==> config.mk <==
export PLATFORM = sky130hd
export DESIGN_NAME = pds_paging
export DESIGN_NICKNAME = d
export VERILOG_FILES = /design/src/logic/pds_paging.v
export VERILOG_INCLUDE_DIRS = /design/src /design/src/logic
export SDC_FILE = /design/constraint.sdc
export NUM_CORES = 1
export LEC_CHECK = 0
export ABC_AREA = 1
export BUFFER_PORTS_ARGS = -buffer_cell sky130_fd_sc_hd__buf_2
export CORE_MARGIN = 3
export CORE_UTILIZATION = 55
export DETAILED_ROUTE_END_ITERATION = 16
export GPL_ROUTABILITY_DRIVEN = 0
export PLACE_DENSITY_LB_ADDON = 0.3
export SLEW_MARGIN = 30
export SYNTH_ARGS = -nofsm -noshare
export SYNTH_HDL_FRONTEND = slang
export SYNTH_SLANG_ARGS = --single-unit
==> constraint.sdc <==
create_clock -name ref_clk -period 3.5 [get_ports ref_clk]
set_clock_uncertainty 0.15 [all_clocks]
set_input_delay 0.7 -clock ref_clk [delete_from_list [all_inputs] [get_ports ref_clk]]
set_output_delay 0.7 -clock ref_clk [all_outputs]
set_load 0.02 [all_outputs]
==> src/logic/pds_paging_regs.vh <==
`ifndef PDS_PAGING_REGS_VH
`define PDS_PAGING_REGS_VH

// Widths
`define PDS_PAGE_W 10
`define PDS_EA_W 16
`define PDS_EXT_W 25
`define PDS_MODE_W 3

// Page register reset value and special pages
`define PDS_PAGE_RESET 10'h001
`define PDS_PAGE_ZERO 10'h000
`define PDS_PAGE_FIRST 10'h001
`define PDS_PAGE_EDS_LAST 10'h1FF
`define PDS_PAGE_PS_LSW_FIRST 10'h200
`define PDS_PAGE_PS_LSW_LAST 10'h2FF
`define PDS_PAGE_PS_MSW_FIRST 10'h300
`define PDS_PAGE_PS_MSW_LAST 10'h3FF

// Answer register reset values
`define PDS_EA_RESET 16'h0000
`define PDS_EXT_RESET 25'h000_0000

// Field positions
`define PDS_EA_PAGED_BIT 15
`define PDS_PAGE_PS_BIT 9

// Addressing modes of the current access
`define PDS_MODE_PLAIN 3'h0
`define PDS_MODE_PREMOD 3'h1
`define PDS_MODE_POSTMOD 3'h2
`define PDS_MODE_REGOFS 3'h3
`define PDS_MODE_MODULO 3'h4
`define PDS_MODE_BITREV 3'h5

`endif

==> src/logic/pds_paging.v <==
`include "pds_paging_regs.vh"
`default_nettype none

// Operation
// - Separate read and write page registers; reads use read page, writes write page.
// - Read page may hold a program-space page while write page holds a data page.
// - A boundary-crossing indirect calculation first clears address bit 15.
// - Page crossing only for paged start address and pre/post-modified indirect mode.
// - Overflow increments the active page and sets address bit 15.
// - Underflow decrements the active page and sets address bit 15.
// - Offset, modulo, bit-reversed crossings set bit 15, page unchanged, wrapping.
// - Read overflow at 0x1FF/0x3FF, write at 0x1FF: page kept, bit 15 cleared.
// - Underflow at 0x001, read underflow at 0x200: page kept, bit 15 cleared; 0x300 goes 0x2FF.
// - Nonzero pages reached only through upper half, bit 15 set, plus page register.
// - Both page registers reset to page one.
// - Paged access with a zero page register raises an address error trap.
// - Paged write through a program-space write page raises an address error trap.
module pds_paging (
  input wire ref_clk,
  input wire rst,
  input wire rd_page_load,
  input wire wr_page_load,
  input wire [`PDS_PAGE_W-1:0] page_load_data,
  input wire acc_valid,
  input wire acc_write,
  input wire [`PDS_MODE_W-1:0] acc_mode,
  input wire [`PDS_EA_W-1:0] base_ea,
  input wire [`PDS_EA_W-1:0] calc_ea,
  input wire calc_ovf,
  input wire calc_unf,
  output wire out_valid,
  output wire [`PDS_EA_W-1:0] effective_address,
  output wire [`PDS_PAGE_W-1:0] out_page,
  output wire [`PDS_EXT_W-1:0] out_ext_addr,
  output wire out_prog_space,
  output wire addr_err_trap,
  output wire [`PDS_PAGE_W-1:0] read_page_reg,
  output wire [`PDS_PAGE_W-1:0] write_page_reg
);

  // Program-space window pages sit in the upper half of the page range
  function is_prog_page;
    input [`PDS_PAGE_W-1:0] page;
    begin
      is_prog_page = page[`PDS_PAGE_PS_BIT];
    end
  endfunction

  reg [`PDS_PAGE_W-1:0] read_page_reg_q;
  reg [`PDS_PAGE_W-1:0] read_page_reg_d;
  reg [`PDS_PAGE_W-1:0] write_page_reg_q;
  reg [`PDS_PAGE_W-1:0] write_page_reg_d;
  reg [`PDS_PAGE_W-1:0] act_page;
  reg [`PDS_PAGE_W-1:0] new_page;
  reg [`PDS_EA_W-1:0] ea_d;
  reg paged;
  reg linear_mode;
  reg wrap_mode;
  reg crossing;
  reg err_d;
  reg ovf_stop;
  reg unf_stop;
  reg page_change;
  // Answer registers; the ports only copy them
  reg out_valid_q;
  reg [`PDS_EA_W-1:0] effective_address_q;
  reg [`PDS_PAGE_W-1:0] out_page_q;
  reg [`PDS_EXT_W-1:0] out_ext_addr_q;
  reg out_prog_space_q;
  reg addr_err_trap_q;

  assign read_page_reg = read_page_reg_q;
  assign write_page_reg = write_page_reg_q;
  assign out_valid = out_valid_q;
  assign effective_address = effective_address_q;
  assign out_page = out_page_q;
  assign out_ext_addr = out_ext_addr_q;
  assign out_prog_space = out_prog_space_q;
  assign addr_err_trap = addr_err_trap_q;

  always @*
  begin
    // active page chosen by access direction
    act_page = acc_write ? write_page_reg_q : read_page_reg_q;
    // only upper half of base space is paged
    paged = base_ea[`PDS_EA_PAGED_BIT];
    linear_mode = (acc_mode == `PDS_MODE_PREMOD) || (acc_mode == `PDS_MODE_POSTMOD);
    wrap_mode = (acc_mode == `PDS_MODE_REGOFS) || (acc_mode == `PDS_MODE_MODULO) ||
      (acc_mode == `PDS_MODE_BITREV);
    // crossing needs paged start and an indirect modifying mode
    crossing = paged && (calc_ovf || calc_unf) && (linear_mode || wrap_mode);
    // page zero is never reachable through the paged window
    // program space is read-only through the window
    err_d = paged && ((act_page == `PDS_PAGE_ZERO) ||
      (acc_write && is_prog_page(write_page_reg_q)));
    // Stop pages fall back to base space, no trap raised
    // overflow stops at the top of the data range, and for reads of the program-space range
    ovf_stop = (act_page == `PDS_PAGE_EDS_LAST) ||
      (!acc_write && (act_page == `PDS_PAGE_PS_MSW_LAST));
    // underflow stops at the bottom of the data range, and for reads of the program-space range
    unf_stop = (act_page == `PDS_PAGE_FIRST) ||
      (!acc_write && (act_page == `PDS_PAGE_PS_LSW_FIRST));
    new_page = act_page;
    page_change = 1'b0;
    ea_d = calc_ea;
    if (crossing)
    begin
      // raw result leaves the window before correction
      ea_d[`PDS_EA_PAGED_BIT] = 1'b0;
      if (wrap_mode)
      begin
        ea_d[`PDS_EA_PAGED_BIT] = 1'b1;
      end
      // Overflow wins when both flags are high
      else if (calc_ovf)
      begin
        if (!ovf_stop)
        begin
          // step to the next page, 0x2FF moves on to 0x300
          new_page = act_page + `PDS_PAGE_FIRST;
          page_change = 1'b1;
          ea_d[`PDS_EA_PAGED_BIT] = 1'b1;
        end
      end
      else if (!unf_stop)
      begin
        // step to the previous page, 0x300 moves back to 0x2FF
        new_page = act_page - `PDS_PAGE_FIRST;
        page_change = 1'b1;
        ea_d[`PDS_EA_PAGED_BIT] = 1'b1;
      end
    end
  end

  always @*
  begin
    read_page_reg_d = read_page_reg_q;
    write_page_reg_d = write_page_reg_q;
    // A trapped access leaves both pages alone
    // only the active page register follows a crossing
    if (acc_valid && !err_d && page_change)
    begin
      if (acc_write)
      begin
        write_page_reg_d = new_page;
      end
      else
      begin
        read_page_reg_d = new_page;
      end
    end
    // Software load wins over a crossing; loading zero is ignored
    // each register loads any nonzero page independently
    if (rd_page_load && (page_load_data != `PDS_PAGE_ZERO))
    begin
      read_page_reg_d = page_load_data;
    end
    if (wr_page_load && (page_load_data != `PDS_PAGE_ZERO))
    begin
      write_page_reg_d = page_load_data;
    end
  end

  always @(posedge ref_clk or posedge rst)
  begin
    if (rst)
    begin
      // both pages start at page one
      read_page_reg_q <= `PDS_PAGE_RESET;
      write_page_reg_q <= `PDS_PAGE_RESET;
    end
    else
    begin
      read_page_reg_q <= read_page_reg_d;
      write_page_reg_q <= write_page_reg_d;
    end
  end

  always @(posedge ref_clk or posedge rst)
  begin
    if (rst)
    begin
      out_valid_q <= 1'b0;
      effective_address_q <= `PDS_EA_RESET;
      out_page_q <= `PDS_PAGE_ZERO;
      out_ext_addr_q <= `PDS_EXT_RESET;
      out_prog_space_q <= 1'b0;
      addr_err_trap_q <= 1'b0;
    end
    else
    begin
      out_valid_q <= acc_valid;
      // trap pulses for one cycle with the answer
      addr_err_trap_q <= acc_valid && err_d;
      // Data outputs hold until the next access
      if (acc_valid)
      begin
        effective_address_q <= ea_d;
        // lower half always maps to page zero
        if (ea_d[`PDS_EA_PAGED_BIT])
        begin
          out_page_q <= new_page;
          out_ext_addr_q <= {new_page, ea_d[`PDS_EA_PAGED_BIT-1:0]};
          out_prog_space_q <= is_prog_page(new_page);
        end
        else
        begin
          out_page_q <= `PDS_PAGE_ZERO;
          out_ext_addr_q <= {`PDS_PAGE_ZERO, ea_d[`PDS_EA_PAGED_BIT-1:0]};
          out_prog_space_q <= 1'b0;
        end
      end
    end
  end

endmodule // pds_paging

`default_nettype wire

Word level (Yosys, flattened, before mapping)
Index checks and enable logic that the tools add are counted.
{ "word_totals": {"mem_bits_rw": 0, "romBits": 0, "n_memories": 0, "out_inout_bits": 74, "elab_cells": 70, "in_bits": 53, "latchBits": 0, "register_bits": 74} }
{ "op_classes": {"shift": 0, "mul": 0, "eq_ne": 10, "n_bitwise": 0, "order_cmp": 0, "div": 0, "muxes": 22, "reduce_logical": 28, "addsub": 2} }
{ "op_table": {"columns": ["cell", "n"], "rows": [
  ["2-to-1 mux 10 bit", 13],
  ["2-to-1 mux 25 bit", 1],
  ["equality test 10 bit (second input constant)", 2],
  ["logical AND 1 bit", 11],
  ["adder 10 x 1 -> 10 bit (second input constant)", 1],
  ["equality test 10 x 1 -> 1 bit (second input constant)", 1],
  ["equality test 10 x 9 -> 1 bit (second input constant)", 1],
  ["logical NOT 10 bit", 1],
  ["nonzero test 10 bit", 1],
  ["subtractor 10 x 1 -> 10 bit (second input constant)", 1],
  ["logical OR 1 bit", 8],
  ["2-to-1 mux 1 bit", 8],
  ["equality test 3 x 2 -> 1 bit (second input constant)", 2],
  ["equality test 3 bit (second input constant)", 2],
  ["nonzero test 2 bit", 3],
  ["AND reduction 2 bit", 2],
  ["equality test 3 x 1 -> 1 bit (second input constant)", 1],
  ["logical NOT 1 bit", 2],
  ["inequality test 2 x 1 -> 1 bit (second input constant)", 1]
]} }

Logic depth before layout (Yosys ltp)
{ "depth": {"depth_word": 11, "mapped_depth": 18, "mapped_depth_nobuf": 18} }

Worst setup path after synthesis
OpenSTA, ideal clock, no wires.
{ "synth_path": {"path_kind": "input port to flip-flop", "start": "input port acc_write", "end": "register write_page_reg_q[2] (netlist: write_page_reg[2])", "n_path_buf": 1, "setup_ns": 0.124, "arrival_time_ns": 2.203, "path_slack_ns": 1.023, "stages": 14, "required_ns": 3.226, "cell_sequence": "inv_2 nand2_1 nand2_1 inv_1 ha_1 inv_1 nor2_4 nand3_2 nand2_2 a21oi_4 nand4_4 buf_12 nand3_2 nand3_1"} }
{ "synth_via": {"elab_chain_len": 11, "elab_cells_between_ends": 35, "classes_between": "2 x add/sub; 4 x eq/ne; 14 x mux; 15 x reduce/logical"} }
{ "synth_rtl": {"columns": ["item", "line_no", "rtl"], "rows": [
  ["start, declared", "pds_paging.v:25", "input wire acc_write,"],
  ["branches (longest 11 deep; another with subtractor 10 x 1 -> 10 bit)", null, null],
  ["end signal, assigned", "pds_paging.v:170", "write_page_reg_q <= `PDS_PAGE_RESET;"],
  ["end signal, assigned", "pds_paging.v:175", "write_page_reg_q <= write_page_reg_d;"],
  ["end, declared", "pds_paging.v:51", "reg [`PDS_PAGE_W-1:0] write_page_reg_q;"]
]} }
Parallel ways; which one is timed is not known. The select of a mux whose other input is x is not followed.
A chain may end at the register's enable or synchronous reset.

Worst setup path after layout
{ "layout_path": {"start": "input port acc_write", "end": "register read_page_reg_q[7] (netlist: read_page_reg[7])"} }
{ "layout_via": {"elab_chain_len": 11, "elab_cells_between_ends": 35, "classes_between": "2 x add/sub; 5 x eq/ne; 14 x mux; 14 x reduce/logical"} }
{ "layout_rtl": {"columns": ["item", "line_no", "rtl"], "rows": [
  ["branches (longest 11 deep; another with subtractor 10 x 1 -> 10 bit)", null, null],
  ["end signal, assigned", "pds_paging.v:169", "read_page_reg_q <= `PDS_PAGE_RESET;"],
  ["end signal, assigned", "pds_paging.v:174", "read_page_reg_q <= read_page_reg_d;"],
  ["end, declared", "pds_paging.v:49", "reg [`PDS_PAGE_W-1:0] read_page_reg_q;"]
]} }
Parallel ways; which one is timed is not known. The select of a mux whose other input is x is not followed.

==> out/metrics.cfg <==
[clock_tree]
clock_path_buffers = 2
clk-insertion-delay-late_ns = 0.30
ctsResizeCount = 0
cts_root_buf = clkbuf_8
tritoncts = done
post_cts_buffers = 0
clk_pin_slew_ns = 0.09
htreeDepth = 2
cts.sinks = 48
numCtsBuffers = 5
ctsHoldBuffers = 0

[yosys]
syn-num-nets = 535
yosysSeqAreaShare_pct = 33.7
synth.avg_cell_area_um2 = 7.45
synth_seq_cells = 48
yosys_warnings = 0
syn_inst = 479
ys_types = 35
syn_area_um2 = 3570

[setup_path]
critPathRequiredTime_ns = 3.59
startpoint_type = primary input
slowest_stage = nand4_4
worst_path_most_repeated_cell = nand2_1
arrival_ns = 2.88
slowest_delay_ns = 0.29
critPathKind = primary input to flip-flop
path_max_fanout = 12
crit_chain = buf_2, inv_2, nand2_1, nand2_1, inv_1, ha_1, inv_1, nor2_4, nand3_2, nand2_2, a21oi_4, nand4_4, nor2_4, nand2_1, nand3_1
endpoint_kind = flip-flop

[timing]
rsz0062_at_grt = false
setup_tns_ns = 0
fmax_ghz = 0.358
setup_violations = 0
tightest_slew_ns = 0.581
period_minus_slack_ns = 2.79
slew_headroom_pct = 61.3
drv_slew = 0
fin_crit_sh_pct = 79.9
hold_violations = 0

[power_and_ir_drop]
power_frac_comb_pct = 34.7
power_density_nw_per_um2 = 410
leakagePower_nw = 2.34
p_switching_mw = 0.636
swShare_pct = 38.2
seqPwrFrac_pct = 40.0
clockPowerShare_pct = 25.3
peakVddDrop_mv = 0.247
power.internal_mw = 1.03

[global_route]
grt_max_degree = 49
grt_pass1_wl_um = 14300
grt_pass1_vias = 2994
grt_use_total_pct = 23.8
grt_overflow_total = 0
antenna_found_initial = 0

[drt]
viasPerCell = 5.08
post-route-drc-count = 0
detail-route-antenna-nets = 0
drt-wirelength-per-cell_um = 13.6
dr.first_iter.drc_count = 213
num_vias = 3244
postRouteWirelength_um = 8680
first_pass_iters = 4

[floorplanning]
row_count = 28
coreArea_um2 = 6100
ios = 127
die_h_um = 86.6
dieWidth_um = 86.6
dieArea_um2 = 7490
initial_utilization_pct = 58.6

[final_layout]
final_cell_mix = 215 x nand2_1, 111 x buf_2, 46 x dfrtp_1
final_common_cell = nand2_1
final_nets = 618
drive_gt1_share_pct = 35.3
final_util_pct = 66.5
diodes = 0
largest_register_ffs = 16
synthToLayoutAreaGrowth_pct = 13.5

[status]
outcome = finished, final reports clean

[worst_hold_path]
hp-class = primary input to async pin

[run]
maxCapViolCount = 0

[placement]
numPortBuffers = 111
dp_hpwl_um = 6990

cells in the mapped netlist:
cell,n,area [µm²]
nand2_4,15,169
clkinv_1,3,11.3
o22ai_2,1,12.5
a21oi_1,3,15.0
nor2_8,2,40.0
or2_2,1,6.26
nor3_2,1,10.0
nand3_4,2,35.0
buf_4,27,203
dfrtp_1,46,1150
o21ai_2,4,35.0
nor2_2,2,12.5
nand2_1,215,807
clkbuf_1,4,15.0
nor4_1,2,12.5
nand2_2,13,81.3
nor2_1,13,48.8
nor3_1,5,25.0
nor2_4,4,45.0
nand3_1,42,210
o21ai_1,2,10.0
nand4_1,2,12.5
nand3_2,14,140
inv_4,1,6.26
nand2_8,2,40.0
inv_1,27,101
xor2_2,2,32.5
buf_12,2,40.0
inv_2,7,26.3
buf_6,5,56.3
o21ai_0,2,10.0
nand4_4,2,42.5
dfstp_2,2,52.6
ha_1,3,37.5
a21oi_4,1,16.3
power groups by stage:
stage          registers, mW  clock network (mW)  logic, mW
6_report               0.665               0.420      0.577
2_1_floorplan          0.741                   0      0.373
5_1_grt                0.674               0.451      0.633
3_5_place_dp           0.675                   0      0.579
3_3_place_gp           0.673                   0      0.567
4_1_cts                0.665               0.428      0.580
critical path, delay by kind of cell:
family | cells | cell delay [ns]
adders and majority gates | 1 | 0.19
and+or+nand+nor | 9 | 1.21
buffers and inverters | 4 | 0.60
AOI/OAI and AO/OA | 1 | 0.18
cell families (layout without fill, tap and decap cells):
family	count (synthesis)	after routing	share of synthesized area [%]
fa+ha+maj	3	3	1.05
compound gates	13	13	2.77
flops	48	48	33.7
xor+xnor	2	2	0.911
simple gates	337	337	48.7
buf+inv	76	160	12.9
final cells by class:
class | instances | area (µm²)
sequential | 48 | 1200
multi-input combinational | 355 | 1910
tap | 75 | 93.8
clock inverter | 2 | 38.8
clock buffer | 6 | 82.6
fill | 552 | 2040
inverter | 38 | 148
timing repair buffer | 114 | 578
stage by stage:
step                cell area, µm²  hold WS (ns)  power, mW  setup slack (ns)  std cells
global placement              3930         0.314       1.24             0.449        630
CTS                           4050         0.334       1.67             0.715        638
finish                        4050         0.320       1.66             0.705        638
detailed placement            3930         0.319       1.25             0.411        630
global route                  4050         0.364       1.76             0.471        638
floorplan                     3570         0.384       1.11              1.02        479
worst paths after layout:
path,start,slack (ns),depth (start not counted),to
worst max register to register,read_page_reg[0],0.90,13,read_page_reg[7]
worst min register to register,effective_address[15],0.34,2,effective_address[15]
worst max-delay path,acc_write,0.71,15,read_page_reg[7]
max in group asynchronous,rst,2.49,2,write_page_reg[4]
min in group ref_clk,effective_address[15],0.34,2,effective_address[15]
worst min-delay path,rst,0.32,2,effective_address[5]
routing by layer:
layer | up-vias | wire length (µm) | global-route usage, %
met1 | 1472 | 3560 | 32.2
met4 | 0 | 121 | 6.23
met5 | - | 0 | 0
met3 | 8 | 608 | 3.33
li1 | 1636 | - | -
met2 | 128 | 4390 | 40.3
(Power assumes the default switching activity.)
